==> config.mk <==
export PLATFORM = sky130hd
export DESIGN_NAME = ext_config_bank
export DESIGN_NICKNAME = d
export VERILOG_FILES = /design/src/ext_config_pkg.sv /design/src/ext_config_bank.sv
export SDC_FILE = /design/constraint.sdc
export NUM_CORES = 2
export LEC_CHECK = 0
export BUFFER_PORTS_ARGS = -buffer_cell sky130_fd_sc_hd__clkbuf_2
export CAP_MARGIN = 20
export CORE_MARGIN = 2
export CORE_UTILIZATION = 44
export DETAILED_ROUTE_END_ITERATION = 10
export PLACE_DENSITY = 0.67
export RECOVER_POWER = 25
export SETUP_SLACK_MARGIN = 0.2
export SYNTH_ARGS = -nofsm -noshare
export SYNTH_HDL_FRONTEND = slang
export SYNTH_SLANG_ARGS = --single-unit
==> constraint.sdc <==
create_clock -name core_clk -period 15.4 [get_ports core_clk]
set_input_delay 3.08 -clock core_clk [delete_from_list [all_inputs] [get_ports core_clk]]
set_output_delay 3.08 -clock core_clk [all_outputs]
set_load 0.05 [all_outputs]
==> src/ext_config_pkg.sv <==
package ext_config_pkg;

  // ------------------------------------------------------------
  // Bus geometry
  // ------------------------------------------------------------
  localparam int unsigned ADDR_W    = 8;
  localparam int unsigned DATA_W    = 8;
  localparam int unsigned SIZE_W    = 64;
  localparam logic [7:0]  LAST_BYTE = 8'hd0;

  // ------------------------------------------------------------
  // Byte positions of host writable fields
  // ------------------------------------------------------------
  localparam logic [7:0] OFS_BAD_BLOCK_MODE   = 8'h86;
  localparam logic [7:0] OFS_ENH_START_LO     = 8'h88;
  localparam logic [7:0] OFS_ENH_START_HI     = 8'h8b;
  localparam logic [7:0] OFS_ENH_SIZE_LO      = 8'h8c;
  localparam logic [7:0] OFS_ENH_SIZE_HI      = 8'h8e;
  localparam logic [7:0] OFS_GP_SIZE_LO       = 8'h8f;
  localparam logic [7:0] OFS_GP_SIZE_HI       = 8'h9a;
  localparam logic [7:0] OFS_PART_DONE        = 8'h9b;
  localparam logic [7:0] OFS_PART_ATTR        = 8'h9c;
  localparam logic [7:0] OFS_PRIO_INT_CTRL    = 8'ha1;
  localparam logic [7:0] OFS_HW_RESET_FUNC    = 8'ha2;
  localparam logic [7:0] OFS_BG_ENABLE        = 8'ha3;
  localparam logic [7:0] OFS_BG_TRIGGER       = 8'ha4;
  localparam logic [7:0] OFS_REL_WR_SETTING   = 8'ha7;
  localparam logic [7:0] OFS_FIRMWARE_CONFIGURATION        = 8'ha9;
  localparam logic [7:0] OFS_USER_PROTECT     = 8'hab;
  localparam logic [7:0] OFS_BOOT_PROTECT     = 8'had;
  localparam logic [7:0] OFS_ERASE_GROUP_DEFINITION  = 8'haf;
  localparam logic [7:0] OFS_BOOT_BUS_CFG     = 8'hb1;
  localparam logic [7:0] OFS_BOOT_CFG_LOCK    = 8'hb2;
  localparam logic [7:0] OFS_PART_SELECT      = 8'hb3;
  localparam logic [7:0] OFS_BUS_WIDTH_SEL    = 8'hb7;
  localparam logic [7:0] OFS_FAST_TIMING      = 8'hb9;
  localparam logic [7:0] OFS_POWER_BUDGET     = 8'hbb;
  localparam logic [7:0] OFS_CMD_GROUP_SEL    = 8'hbf;

  // ------------------------------------------------------------
  // Byte positions of fixed fields
  // ------------------------------------------------------------
  localparam logic [7:0] OFS_MAX_ENH_LO       = 8'h9d;
  localparam logic [7:0] OFS_MAX_ENH_MID      = 8'h9e;
  localparam logic [7:0] OFS_MAX_ENH_HI       = 8'h9f;
  localparam logic [7:0] OFS_PART_CAPABILITY  = 8'ha0;
  localparam logic [7:0] OFS_REL_WR_PARAM     = 8'ha6;
  localparam logic [7:0] OFS_REPLAY_AREA      = 8'ha8;
  localparam logic [7:0] OFS_ERASED_CONTENT   = 8'hb5;
  localparam logic [7:0] OFS_CMD_GROUP_REV    = 8'hbd;
  localparam logic [7:0] OFS_EXT_TABLE_REV    = 8'hc0;
  localparam logic [7:0] OFS_BASE_TABLE_VER   = 8'hc2;
  localparam logic [7:0] OFS_SPEED_TYPES      = 8'hc4;
  localparam logic [7:0] OFS_INT_EXIT_TIME    = 8'hc6;
  localparam logic [7:0] OFS_PART_SWITCH_TIME = 8'hc7;
  localparam logic [7:0] OFS_CLASS_FAST_LV    = 8'hc8;
  localparam logic [7:0] OFS_CLASS_SLOW_LV    = 8'hc9;
  localparam logic [7:0] OFS_CLASS_FAST_HV    = 8'hca;
  localparam logic [7:0] OFS_CLASS_SLOW_HV    = 8'hcb;
  localparam logic [7:0] OFS_MIN_RD_NARROW    = 8'hcd;
  localparam logic [7:0] OFS_MIN_WR_NARROW    = 8'hce;
  localparam logic [7:0] OFS_MIN_RD_MID       = 8'hcf;
  localparam logic [7:0] OFS_MIN_WR_MID       = 8'hd0;

  // ------------------------------------------------------------
  // Fixed values
  // ------------------------------------------------------------
  localparam logic [23:0] MAX_ENH_VALUE        = 24'h0003b6;
  localparam logic [7:0]  PART_CAPABILITY_VAL  = 8'h03;
  localparam logic [7:0]  REL_WR_PARAM_VAL     = 8'h05;
  localparam logic [7:0]  REPLAY_AREA_VAL      = 8'h02;
  localparam logic [7:0]  ERASED_CONTENT_VAL   = 8'h01;
  localparam logic [7:0]  CMD_GROUP_REV_VAL    = 8'h00;
  localparam logic [7:0]  EXT_TABLE_REV_VAL    = 8'h05;
  localparam logic [7:0]  BASE_TABLE_VER_VAL   = 8'h02;
  localparam logic [7:0]  SPEED_TYPES_VAL      = 8'h07;
  localparam logic [7:0]  INT_EXIT_TIME_VAL    = 8'h05;
  localparam logic [7:0]  PART_SWITCH_TIME_VAL = 8'h01;
  localparam logic [7:0]  CLASS_LV_VAL         = 8'h44;
  localparam logic [7:0]  CLASS_HV_VAL         = 8'h00;
  localparam logic [7:0]  MIN_RD_NARROW_VAL    = 8'h1e;
  localparam logic [7:0]  MIN_WR_VAL           = 8'h00;
  localparam logic [7:0]  MIN_RD_MID_VAL       = 8'h3c;
  localparam logic [7:0]  PROTECT_GROUP_VAL    = 8'h01;
  localparam logic [7:0]  ERASE_UNIT_VAL       = 8'h10;
  localparam logic [7:0]  WRITABLE_RESET       = 8'h00;

  // ------------------------------------------------------------
  // Size formula: multiplier units of 512 kbytes
  // ------------------------------------------------------------
  localparam int unsigned UNIT_SHIFT  = 19;
  localparam int unsigned GP_COUNT    = 4;
  localparam int unsigned ATTR_ENH_USER = 0;

endpackage

==> src/ext_config_bank.sv <==
// Strobed register access was chosen for this implementation.
`timescale 1ns/100ps

// Contract
// RQ1: Power budget byte is writable but steers nothing in the block.
// RQ2: Max enhanced area = max multiplier x group x erase unit x 512 kbytes.
// RQ3: Host keeps enhanced partitions plus enhanced user area within maximum.
// RQ4: Each partition size = weighted multiplier bytes x group x erase x 512k.
// RQ5: Enhanced user area size = weighted multiplier x group x erase x 512k.
// RQ6: Background trigger byte is write only and is not kept.
// RQ7: Background enable byte is read/write and reads zero until set.
// RQ8: Reliable write setting is read/write, zero; parameter reads 0x05.
// RQ9: Boot protection byte mixes read/write and clearable bits; resets zero. Block stores every bit as plain read/write.
// RQ10: Protect group size reads 0x01, erase unit size reads 0x10. Block has no byte for either; both only feed the size formula.
// RQ11: Writes to fixed or reserved bytes change nothing; reserved reads zero.
module ext_config_bank
  import ext_config_pkg::*;
(
  // Clock and reset
  input  wire logic                      core_clk,
  input  wire logic                      rstn,
  // Register port
  input  wire logic [ext_config_pkg::ADDR_W-1:0] reg_addr,
  input  wire logic [ext_config_pkg::DATA_W-1:0] reg_wdata,
  input  wire logic                      reg_write,
  input  wire logic                      reg_read,
  output logic      [ext_config_pkg::DATA_W-1:0] reg_rdata,
  // Derived sizes in bytes and the enhanced over-budget flag
  output logic      [ext_config_pkg::SIZE_W-1:0] max_enhanced_bytes,
  output logic      [ext_config_pkg::SIZE_W-1:0] enhanced_user_bytes,
  output logic      [ext_config_pkg::SIZE_W-1:0] general_partition_bytes
                                                   [ext_config_pkg::GP_COUNT],
  output logic                           enhanced_over_budget,
  // Settings to the rest of the device
  output logic                           background_work_start,
  output logic      [7:0]                background_work_enable,
  output logic      [7:0]                reliable_write_setting,
  output logic      [7:0]                boot_area_protection,
  output logic      [7:0]                partition_selection
);
  import ext_config_pkg::*;

  // ------------------------------------------------------------
  // Decoding
  // ------------------------------------------------------------
  // Access class of every byte position; unlisted positions are reserved
  typedef enum logic [2:0]
  {
    ACC_RESERVED,
    ACC_FIXED,
    ACC_READ_WRITE,
    ACC_WRITE_ONLY,
    ACC_TRIGGER
  } access_t;

  function automatic access_t access_of(input logic [7:0] a);
    case (a) inside
      OFS_BAD_BLOCK_MODE:                  access_of = ACC_READ_WRITE;
      [OFS_ENH_START_LO:OFS_ENH_START_HI]: access_of = ACC_READ_WRITE;
      [OFS_ENH_SIZE_LO:OFS_ENH_SIZE_HI]:   access_of = ACC_READ_WRITE;
      [OFS_GP_SIZE_LO:OFS_GP_SIZE_HI]:     access_of = ACC_READ_WRITE;
      OFS_PART_DONE:                       access_of = ACC_READ_WRITE;
      OFS_PART_ATTR:                       access_of = ACC_READ_WRITE;
      [OFS_MAX_ENH_LO:OFS_MAX_ENH_HI]:     access_of = ACC_FIXED;
      OFS_PART_CAPABILITY:                 access_of = ACC_FIXED;
      OFS_PRIO_INT_CTRL:                   access_of = ACC_READ_WRITE;
      OFS_HW_RESET_FUNC:                   access_of = ACC_READ_WRITE;
      OFS_BG_ENABLE:                       access_of = ACC_READ_WRITE;
      OFS_BG_TRIGGER:                      access_of = ACC_TRIGGER; // see RQ6
      OFS_REL_WR_PARAM:                    access_of = ACC_FIXED;
      OFS_REL_WR_SETTING:                  access_of = ACC_READ_WRITE;
      OFS_REPLAY_AREA:                     access_of = ACC_FIXED;
      OFS_FIRMWARE_CONFIGURATION:                       access_of = ACC_READ_WRITE;
      OFS_USER_PROTECT:                    access_of = ACC_READ_WRITE;
      OFS_BOOT_PROTECT:                    access_of = ACC_READ_WRITE;
      OFS_ERASE_GROUP_DEFINITION:                 access_of = ACC_READ_WRITE;
      OFS_BOOT_BUS_CFG:                    access_of = ACC_READ_WRITE;
      OFS_BOOT_CFG_LOCK:                   access_of = ACC_READ_WRITE;
      OFS_PART_SELECT:                     access_of = ACC_READ_WRITE;
      OFS_ERASED_CONTENT:                  access_of = ACC_FIXED;
      OFS_BUS_WIDTH_SEL:                   access_of = ACC_WRITE_ONLY;
      OFS_FAST_TIMING:                     access_of = ACC_READ_WRITE;
      OFS_POWER_BUDGET:                    access_of = ACC_READ_WRITE;
      OFS_CMD_GROUP_REV:                   access_of = ACC_FIXED;
      OFS_CMD_GROUP_SEL:                   access_of = ACC_READ_WRITE;
      OFS_EXT_TABLE_REV:                   access_of = ACC_FIXED;
      OFS_BASE_TABLE_VER:                  access_of = ACC_FIXED;
      OFS_SPEED_TYPES:                     access_of = ACC_FIXED;
      OFS_INT_EXIT_TIME:                   access_of = ACC_FIXED;
      OFS_PART_SWITCH_TIME:                access_of = ACC_FIXED;
      OFS_CLASS_FAST_LV:                   access_of = ACC_FIXED;
      OFS_CLASS_SLOW_LV:                   access_of = ACC_FIXED;
      OFS_CLASS_FAST_HV:                   access_of = ACC_FIXED;
      OFS_CLASS_SLOW_HV:                   access_of = ACC_FIXED;
      OFS_MIN_RD_NARROW:                   access_of = ACC_FIXED;
      OFS_MIN_WR_NARROW:                   access_of = ACC_FIXED;
      OFS_MIN_RD_MID:                      access_of = ACC_FIXED;
      OFS_MIN_WR_MID:                      access_of = ACC_FIXED;
      default:                             access_of = ACC_RESERVED; // see RQ11
    endcase
  endfunction

  // Bytes that keep what the host writes
  function automatic logic is_writable(input logic [7:0] a);
    is_writable = (access_of(a) == ACC_READ_WRITE) || (access_of(a) == ACC_WRITE_ONLY);
  endfunction

  // Write-only bytes read back as zero
  function automatic logic is_write_only(input logic [7:0] a);
    is_write_only = (access_of(a) == ACC_WRITE_ONLY) || (access_of(a) == ACC_TRIGGER);
  endfunction

  function automatic logic [7:0] fixed_value(input logic [7:0] a);
    case (a)
      OFS_MAX_ENH_LO:       fixed_value = MAX_ENH_VALUE[7:0];
      OFS_MAX_ENH_MID:      fixed_value = MAX_ENH_VALUE[15:8];
      OFS_MAX_ENH_HI:       fixed_value = MAX_ENH_VALUE[23:16];
      OFS_PART_CAPABILITY:  fixed_value = PART_CAPABILITY_VAL;
      OFS_REL_WR_PARAM:     fixed_value = REL_WR_PARAM_VAL; // see RQ8
      OFS_REPLAY_AREA:      fixed_value = REPLAY_AREA_VAL;
      OFS_ERASED_CONTENT:   fixed_value = ERASED_CONTENT_VAL;
      OFS_CMD_GROUP_REV:    fixed_value = CMD_GROUP_REV_VAL;
      OFS_EXT_TABLE_REV:    fixed_value = EXT_TABLE_REV_VAL;
      OFS_BASE_TABLE_VER:   fixed_value = BASE_TABLE_VER_VAL;
      OFS_SPEED_TYPES:      fixed_value = SPEED_TYPES_VAL;
      OFS_INT_EXIT_TIME:    fixed_value = INT_EXIT_TIME_VAL;
      OFS_PART_SWITCH_TIME: fixed_value = PART_SWITCH_TIME_VAL;
      OFS_CLASS_FAST_LV:    fixed_value = CLASS_LV_VAL;
      OFS_CLASS_SLOW_LV:    fixed_value = CLASS_LV_VAL;
      OFS_CLASS_FAST_HV:    fixed_value = CLASS_HV_VAL;
      OFS_CLASS_SLOW_HV:    fixed_value = CLASS_HV_VAL;
      OFS_MIN_RD_NARROW:    fixed_value = MIN_RD_NARROW_VAL;
      OFS_MIN_WR_NARROW:    fixed_value = MIN_WR_VAL;
      OFS_MIN_RD_MID:       fixed_value = MIN_RD_MID_VAL;
      OFS_MIN_WR_MID:       fixed_value = MIN_WR_VAL;
      default:              fixed_value = 8'h00; // see RQ11
    endcase
  endfunction

  // Multiplier x group x erase unit, in 512 kbyte units
  function automatic logic [SIZE_W-1:0] area_bytes(input logic [23:0] mult);
    logic [SIZE_W-1:0] units;
    units = SIZE_W'(mult) * SIZE_W'(PROTECT_GROUP_VAL) * SIZE_W'(ERASE_UNIT_VAL); // see RQ10
    area_bytes = units << UNIT_SHIFT;
  endfunction

  // ------------------------------------------------------------
  // Storage
  // ------------------------------------------------------------
  logic [7:0] byte_reg [0:255];
  logic       wr_hit;
  logic       trigger_hit;

  // see RQ11
  assign wr_hit = reg_write && (reg_addr <= LAST_BYTE) && is_writable(reg_addr);
  assign trigger_hit = reg_write && (access_of(reg_addr) == ACC_TRIGGER);

  // Power budget byte is only stored, see RQ1; boot protection resets, see RQ9
  always_ff @(posedge core_clk or negedge rstn)
  begin
    if (!rstn)
    begin
      for (int i = 0; i < 256; i++)
        byte_reg[i] <= WRITABLE_RESET;
    end
    else if (wr_hit && reg_addr != OFS_BG_TRIGGER)
    begin
      byte_reg[reg_addr] <= reg_wdata; // see RQ7
    end
  end

  // Trigger byte becomes a pulse, never held, see RQ6
  always_ff @(posedge core_clk or negedge rstn)
  begin
    if (!rstn)
      background_work_start <= 1'b0;
    else
      background_work_start <= trigger_hit && (reg_wdata != 8'h00);
  end

  // ------------------------------------------------------------
  // Read path
  // ------------------------------------------------------------
  always_ff @(posedge core_clk or negedge rstn)
  begin
    if (!rstn)
      reg_rdata <= 8'h00;
    else if (reg_read)
    begin
      if (reg_addr > LAST_BYTE || is_write_only(reg_addr))
        reg_rdata <= 8'h00; // see RQ6
      else if (is_writable(reg_addr))
        reg_rdata <= byte_reg[reg_addr];
      else
        reg_rdata <= fixed_value(reg_addr); // see RQ11
    end
    else
      reg_rdata <= 8'h00;
  end

  // ------------------------------------------------------------
  // Size computation
  // ------------------------------------------------------------
  logic [23:0]       enh_mult;
  logic [23:0]       gp_mult [GP_COUNT];
  logic [SIZE_W-1:0] enh_sum;

  assign enh_mult = {byte_reg[OFS_ENH_SIZE_LO + 8'h02], byte_reg[OFS_ENH_SIZE_LO + 8'h01],
                     byte_reg[OFS_ENH_SIZE_LO]};

  for (genvar g = 0; g < GP_COUNT; g++)
  begin : gen_gp
    localparam logic [7:0] BASE = OFS_GP_SIZE_LO + 8'(3 * g);
    assign gp_mult[g] = {byte_reg[BASE + 8'h02], byte_reg[BASE + 8'h01], byte_reg[BASE]};

    always_ff @(posedge core_clk or negedge rstn)
    begin
      if (!rstn)
        general_partition_bytes[g] <= '0;
      else
        general_partition_bytes[g] <= area_bytes(gp_mult[g]); // see RQ4
    end
  end

  // Enhanced total counts user area and partitions flagged enhanced
  always_comb
  begin
    enh_sum = '0;
    if (byte_reg[OFS_PART_ATTR][ATTR_ENH_USER])
      enh_sum = area_bytes(enh_mult);
    for (int g = 0; g < GP_COUNT; g++)
      if (byte_reg[OFS_PART_ATTR][g + 1])
        enh_sum = enh_sum + area_bytes(gp_mult[g]);
  end

  always_ff @(posedge core_clk or negedge rstn)
  begin
    if (!rstn)
    begin
      max_enhanced_bytes   <= '0;
      enhanced_user_bytes  <= '0;
      enhanced_over_budget <= 1'b0;
    end
    else
    begin
      max_enhanced_bytes   <= area_bytes(MAX_ENH_VALUE);       // see RQ2
      enhanced_user_bytes  <= area_bytes(enh_mult);            // see RQ5
      enhanced_over_budget <= enh_sum > area_bytes(MAX_ENH_VALUE); // see RQ3
    end
  end

  // ------------------------------------------------------------
  // Settings out
  // ------------------------------------------------------------
  always_ff @(posedge core_clk or negedge rstn)
  begin
    if (!rstn)
    begin
      background_work_enable <= 8'h00;
      reliable_write_setting <= 8'h00;
      boot_area_protection   <= 8'h00;
      partition_selection    <= 8'h00;
    end
    else
    begin
      background_work_enable <= byte_reg[OFS_BG_ENABLE];
      reliable_write_setting <= byte_reg[OFS_REL_WR_SETTING]; // see RQ8
      boot_area_protection   <= byte_reg[OFS_BOOT_PROTECT];   // see RQ9
      partition_selection    <= byte_reg[OFS_PART_SELECT];
    end
  end

endmodule // ext_config_bank

Word level (Yosys, flattened, before mapping)
Cells that the tools add are included.
Word-level totals
  output and inout port bits: 426
  bits in writable memories: 0
  bits in read-only memories: 0
  latch bits: 0
  input bits: 20
  word-level logic and storage cells: 413
  memories kept: 0
  flip-flop bits (word level): 2211
Operators by class
  div/mod/pow operators: 0
  mux-type cells: 59
  bitwise operators: 1
  magnitude comparators: 13
  equal/unequal tests: 47
  $mul: 0
  reductions and logical operators: 20
  $add $sub $neg: 4
  shifts and indexed selects: 0
Operator list (number)
  $bwmux 2048: 1
  $eq 8x8->1 const B: 39
  $add 64x47->64: 4
  $mux 64: 4
  $mux 3: 41
  $pmux 8 s9: 1
  $bmux 8 s8: 1
  $demux 8 s8: 1
  $gt 64x33->1 const B: 1
  $mux 8: 6
  $mux 47: 1
  $le 8x8->1 const B: 5
  $ge 8x8->1 const B: 4
  $eq 3x2->1 const B: 5
  $logic_and 1x1->1: 10
  $ge 9x9->1 const B: 1
  $lt 9x1->1 const B: 1
  $not 8->9: 1
  $gt 8x8->1 const B: 1
  $ne 8x8->1 const B: 1
  $reduce_bool 8->1: 1
  $reduce_or 2->1: 4
  $eq 3x3->1 const B: 2
  $logic_or 1x1->1: 4
  2 further kinds: 4

Longest topological paths before layout
  word-level depth: 53
  mapped depth: 45
  mapped depth without buffers: 42

Least setup slack after synthesis
No wires, ideal clock.
  kind: flip-flop to flip-flop
  start point: reg byte_reg[792] (netlist bit)
  end point: reg enhanced_over_budget
  data required time: 15276 ps
  buffers on the path: 3
  stages on the path, launching flop included: 42
  setup time: 124 ps
  arrival time: 8785 ps
  slack: 6492 ps
  clock period less this slack: 8908 ps
  path through: dfrtp_1 > buf_6 > buf_4 > and2_1 > ha_1 > fa_1 > a21oi_1 > nor2_1 > o311a_1 > or3_1 > and4_1 > or2_2 > ha_1 > a211o_1 > o21ai_0 > o21ai_0 > xor2_1 > a221oi_1 > [6 not listed] > o21bai_1 > a21oi_1 > xnor2_1 > mux2_2 > ha_1 > clkbuf_1 > nand3_1 > a21oi_1 > a211o_1 > a221o_1 > a31oi_1 > o21ai_0 > and2_1 > nor4b_1 > a32o_1 > nor4_1 > nand4_1 > a211o_1
Between the ends
  longest elaborated chain between the ends: 10
Ends and longest elaborated chain
  start: declaration: RTL line ext_config_bank.sv:150  | logic [7:0] byte_reg [0:255];
  start signal: indexed assignment: RTL line ext_config_bank.sv:168  | byte_reg[reg_addr] <= reg_wdata;
  $mux 47 (*): RTL line ext_config_bank.sv:229  | if (byte_reg[OFS_PART_ATTR][ATTR_ENH_USER])
  $add 64x47->64: RTL line ext_config_bank.sv:233  | enh_sum = enh_sum + area_bytes(gp_mult[g]);
  $mux 64 (*): RTL line ext_config_bank.sv:232  | if (byte_reg[OFS_PART_ATTR][g + 1])
  $add 64x47->64: RTL line ext_config_bank.sv:233
  $mux 64 (*): RTL line ext_config_bank.sv:232
  $add 64x47->64: RTL line ext_config_bank.sv:233
  $mux 64 (*): RTL line ext_config_bank.sv:232
  $add 64x47->64: RTL line ext_config_bank.sv:233
  $mux 64 (*): RTL line ext_config_bank.sv:232
  $gt 64x33->1 (*): RTL line ext_config_bank.sv:248  | enhanced_over_budget <= enh_sum > area_bytes(MAX_ENH_VALUE);
  end signal: assignment: RTL line ext_config_bank.sv:248
  end: declaration: RTL line ext_config_bank.sv:33  | output logic enhanced_over_budget,
Mark *: on every way between the ends. The rest lies on a longest branch, timed or not.
A chain may end at the register's enable or synchronous reset.

Worst setup path in the final report
Ends and elaborated chain as after synthesis.

==> parameters.txt <==
Parameter                              Value

Synth
  Warnings from Yosys ... 0
  Gate count after technology mapping ... 3,726
  Flops & latches, synth ... 1,011
  Top cell type's share of synthesized area ... 0.5351
  Syn Area/Cell ... 12.69 um2
  Leading post-synthesis cells by cell area ... sky130_fd_sc_hd__dfrtp_1, sky130_fd_sc_hd__mux4_2, sky130_fd_sc_hd__mux2_2, sky130_fd_sc_hd__clkbuf_1, sky130_fd_sc_hd__buf_4
  Sequential share of the synthesized area ... 0.5351
  Post-synth top flop ... sky130_fd_sc_hd__dfrtp_1
  Area leader, netlist ... sky130_fd_sc_hd__dfrtp_1
  Post-synth EDFFs ... 0
  Proportion of register bits with asynchronous set or reset after synthesis ... 1.000
  Cell variety after synth ... between 90 and 100
  Cell Area, Synth ... 47,280 um2

Route
  Drt first-iter violations ... 2,196
  WL final ... ~110,000 um
  Initial DRT Pass Iterations ... 6
  Average wire per cell in the routed design ... 23.00 um
  Ratio of routed vias to standard cells ... ~5.4
  Remaining design rule violation count ... 0
  Total via count in the routed design ... roughly 26,000
  Post-route antenna net violation count ... 0

Run
  Number of maximum-capacitance constraint violations ... 0

Pwr
  Comb power frac ... 0.104
  Cell internal power dissipation ... around 4.3 mW
  Part of the power in registers ... 0.461
  Pwr/cell area ... 118.1 nW/um2
  Clock power frac ... 0.435
  Net Sw Frac ... 0.2670
  Max rail drop VDD ... 89.07 uV
  Reported leakage power ... about 25 nW
  Net switching power ... 1.583 mW

Timing
  Minimum clock period ... 10,000 ps
  Final hold violation count ... 0
  Setup repair after global routing missed its margin ... false
  Post-route worst setup slack ... ~5400 ps
  Tightest hold margin ... 369.4 ps
  Final critical-path share of the clock period ... 0.6496
  Slew HR ... 0.2640
  Actual slew at the worst max-slew pin ... 1100 ps
  Number of failing setup endpoints in the final timing report ... 0
  Setup skew after layout ... around 36 ps
  Pins Over Slew Limit ... 0
  Setup TNS ... 0 ps
  Timing-limited maximum frequency ... 0.09996 GHz

Place
  Post-placement worst setup slack ... 5528 ps
  Half-perimeter wire length after placement ... approximately 76,000 um
  Number of input and output port buffers inserted ... 188
  Global placer's final weighted congestion ... 0.9400

GRT
  Maximum number of pins on one net before global-route repair ... 163
  Number of global-route vias before repair ... 26,180
  Global-route wire length before repair ... between 150,000 and 200,000 um
  Initial antenna violation count ... 4
  Aggregate global routing overflow ... 0
  GRT Util Overall ... 0.2015

CTS
  Cts bufs inserted ... about 100
  Post-CTS Hold Buffers ... 0
  Largest buffer count on any clock path ... 3
  Latest clock arrival within the worst-skew pair ... around 700 ps
  Post_cts resized ... 0
  Reg clk slew, reported paths ... approximately 60 ps
  Number of sinks on the clock net ... 1,011
  Number of H-tree levels ... 3
  Root Buffer Master ... sky130_fd_sc_hd__clkbuf_16
  TritonCTS clock tree ... built
  Number of buffers inserted by post-CTS setup repair ... 0

Die
  Width of the die ... 331.8 um
  Die outline height ... 331.8 um
  Floorplan row count ... 120
  Area of the placeable core ... 106,800 um2
  Effective utilization at floorplan ... 0.4429
  Die Footprint ... 110,100 um2
  I/O Pins ... 446

Critical path
  Kind of capture point of the worst setup path ... flop
  Cell with the largest stage delay on the worst path ... sky130_fd_sc_hd__o41ai_1
  Kind of critical path ... flop to flop
  Startpoint types ... flop
  Max FO, Critical Path ... 41
  Slowest Stage Delay on Critical Path ... 630 ps
  Crit path DAT ... 10,590 ps
  Worst path required time ... around 16,000 ps

Layout
  Number of flip-flops under the largest register name ... between 800 and 900
  P&R area growth vs syn ... 6.150%
  Fill cells ... 9,169
  Layout Nets ... 3,458
  Share of cells above drive strength 1 ... 0.2955

Hold path
  Worst Hold Class ... flop to flop

Run status
  Run status ... completed
[cells in the final DEF (no fill, tap or decap), types with 8 or more instances in the layout]
cell and instances:
sky130_fd_sc_hd__clkbuf_8 17, sky130_fd_sc_hd__o21a_1 18, sky130_fd_sc_hd__mux2_2 312, sky130_fd_sc_hd__a31oi_1 22
sky130_fd_sc_hd__nand3_1 37, sky130_fd_sc_hd__o211ai_1 18, sky130_fd_sc_hd__o31ai_1 14, sky130_fd_sc_hd__and3_1 15
sky130_fd_sc_hd__a211o_1 14, sky130_fd_sc_hd__clkinv_2 18, sky130_fd_sc_hd__nor2_1 95, sky130_fd_sc_hd__buf_4 31
sky130_fd_sc_hd__xnor2_1 48, sky130_fd_sc_hd__nand4_1 13, sky130_fd_sc_hd__a21o_1 42, sky130_fd_sc_hd__clkbuf_16 102
sky130_fd_sc_hd__or2_2 8, sky130_fd_sc_hd__mux2i_1 20, sky130_fd_sc_hd__bufinv_16 11, sky130_fd_sc_hd__nor2b_1 10
sky130_fd_sc_hd__conb_1 258, sky130_fd_sc_hd__or3_1 9, sky130_fd_sc_hd__dfrtp_1 1011, sky130_fd_sc_hd__clkbuf_2 183
sky130_fd_sc_hd__nand2b_1 17, sky130_fd_sc_hd__a21oi_1 111, sky130_fd_sc_hd__a211oi_1 20, sky130_fd_sc_hd__clkbuf_1 21
sky130_fd_sc_hd__o21bai_1 10, sky130_fd_sc_hd__nor4_1 11, sky130_fd_sc_hd__ha_1 99, sky130_fd_sc_hd__nand3b_1 9
sky130_fd_sc_hd__o21ai_0 84, sky130_fd_sc_hd__nand2_1 157, sky130_fd_sc_hd__inv_1 41, sky130_fd_sc_hd__mux4_2 267
sky130_fd_sc_hd__nor3_1 22, sky130_fd_sc_hd__and2_1 31, sky130_fd_sc_hd__xor2_1 32
[stage by stage]
stage               cells  instance area (um2)  utilization  power (mW)
global placement     4630                46570       0.4362       3.395
finish               4823                50190       0.4701       5.928
global route         4821                50180       0.4701       6.141
detailed placement   4631                46580       0.4364       3.398
floorplan            3982                48240            -       3.263
CTS                  4818                50100       0.4693       5.984
[critical path, delay by kind of cell (launching register included)]
kind                     cells  cell delay (ps)
XOR/XNOR                     2              300
AND/OR/NAND/NOR             10             1850
flip-flops                   1              370
buffers and inverters        3              430
AO/OA/AOI/OAI               18             5360
adder cells (fa/ha/maj)      4             1580
[logic make-up (layout without fill, tap and decap cells)]
| kind of cell | after synthesis | count (layout) | synth area share |
|---|---|---|---|
| simple gates | 465 | 465 | 0.04869 |
| xor+xnor | 81 | 81 | 0.01530 |
| buf+inv | 1020 | 456 | 0.1032 |
| other cells | 2 | 260 | 0.0001588 |
| mux | 600 | 600 | 0.2062 |
| fa+ha+maj | 104 | 104 | 0.02813 |
| flops | 1011 | 1011 | 0.5351 |
| compound gates | 443 | 443 | 0.06330 |
[power by group through the flow]
stage | Clock [mW] | Sequential [mW] | Combinational [mW]
finish | 2.58 | 2.73 | 0.616
global route | 2.75 | 2.74 | 0.660
CTS | 2.63 | 2.73 | 0.617
detailed placement | 0 | 2.78 | 0.615
global placement | 0 | 2.78 | 0.613
floorplan | 0 | 2.82 | 0.445
[Yosys cell counts, types with 17 or more instances]
| library cell | instances |
|---|---|
| sky130_fd_sc_hd__a211oi_1 | 20 |
| sky130_fd_sc_hd__a21o_1 | 42 |
| sky130_fd_sc_hd__a21oi_1 | 111 |
| sky130_fd_sc_hd__a31oi_1 | 22 |
| sky130_fd_sc_hd__and2_1 | 31 |
| sky130_fd_sc_hd__buf_1 | 19 |
| sky130_fd_sc_hd__buf_2 | 30 |
| sky130_fd_sc_hd__buf_4 | 264 |
| sky130_fd_sc_hd__clkbuf_1 | 659 |
| sky130_fd_sc_hd__dfrtp_1 | 1011 |
| sky130_fd_sc_hd__ha_1 | 99 |
| sky130_fd_sc_hd__inv_1 | 41 |
| sky130_fd_sc_hd__mux2_2 | 312 |
| sky130_fd_sc_hd__mux2i_1 | 20 |
| sky130_fd_sc_hd__mux4_2 | 267 |
| sky130_fd_sc_hd__nand2_1 | 157 |
| sky130_fd_sc_hd__nand2b_1 | 17 |
| sky130_fd_sc_hd__nand3_1 | 37 |
| sky130_fd_sc_hd__nor2_1 | 95 |
| sky130_fd_sc_hd__nor3_1 | 22 |
| sky130_fd_sc_hd__o211ai_1 | 18 |
| sky130_fd_sc_hd__o21a_1 | 18 |
| sky130_fd_sc_hd__o21ai_0 | 84 |
| sky130_fd_sc_hd__xnor2_1 | 48 |
| sky130_fd_sc_hd__xor2_1 | 32 |
[worst paths after layout]
path,start,to,slack [ps],cells past startpoint
setup / recovery,byte_reg[792],enhanced_over_budget,5400,37
hold / removal,byte_reg[296],byte_reg[296],370,0
setup reg to reg,byte_reg[792],enhanced_over_budget,5400,37
hold reg to reg,byte_reg[296],byte_reg[296],370,0
max in group asynchronous,rstn,byte_reg[787],10280,5
min in group asynchronous,rstn,reliable_write_setting[1],2360,1
[layer usage]
metal  up-vias  GRT usage  share of wire
li1      11570          -              -
met4         2    0.06373          0.030
met3       187    0.04379          0.070
met2       960     0.3163           0.47
met1     13270     0.2810           0.43
met5         -          0        0.00012
[layout make-up]
cell class                      instances  area (um2)  share of cell area
Antenna cell                            2       5.005          0.00009972
Tap cell                             1403        1755             0.03498
Timing Repair Buffer                  225        1371             0.02732
Sequential cell                      1011       25300              0.5041
Clock inverter                         47       653.1             0.01301
Multi-Input combinational cell       1951       18070              0.3601
Clock buffer                          140        2865             0.05709
Inverter                               44       165.2            0.003291
No activity file was read; power rests on OpenSTA's default activity.
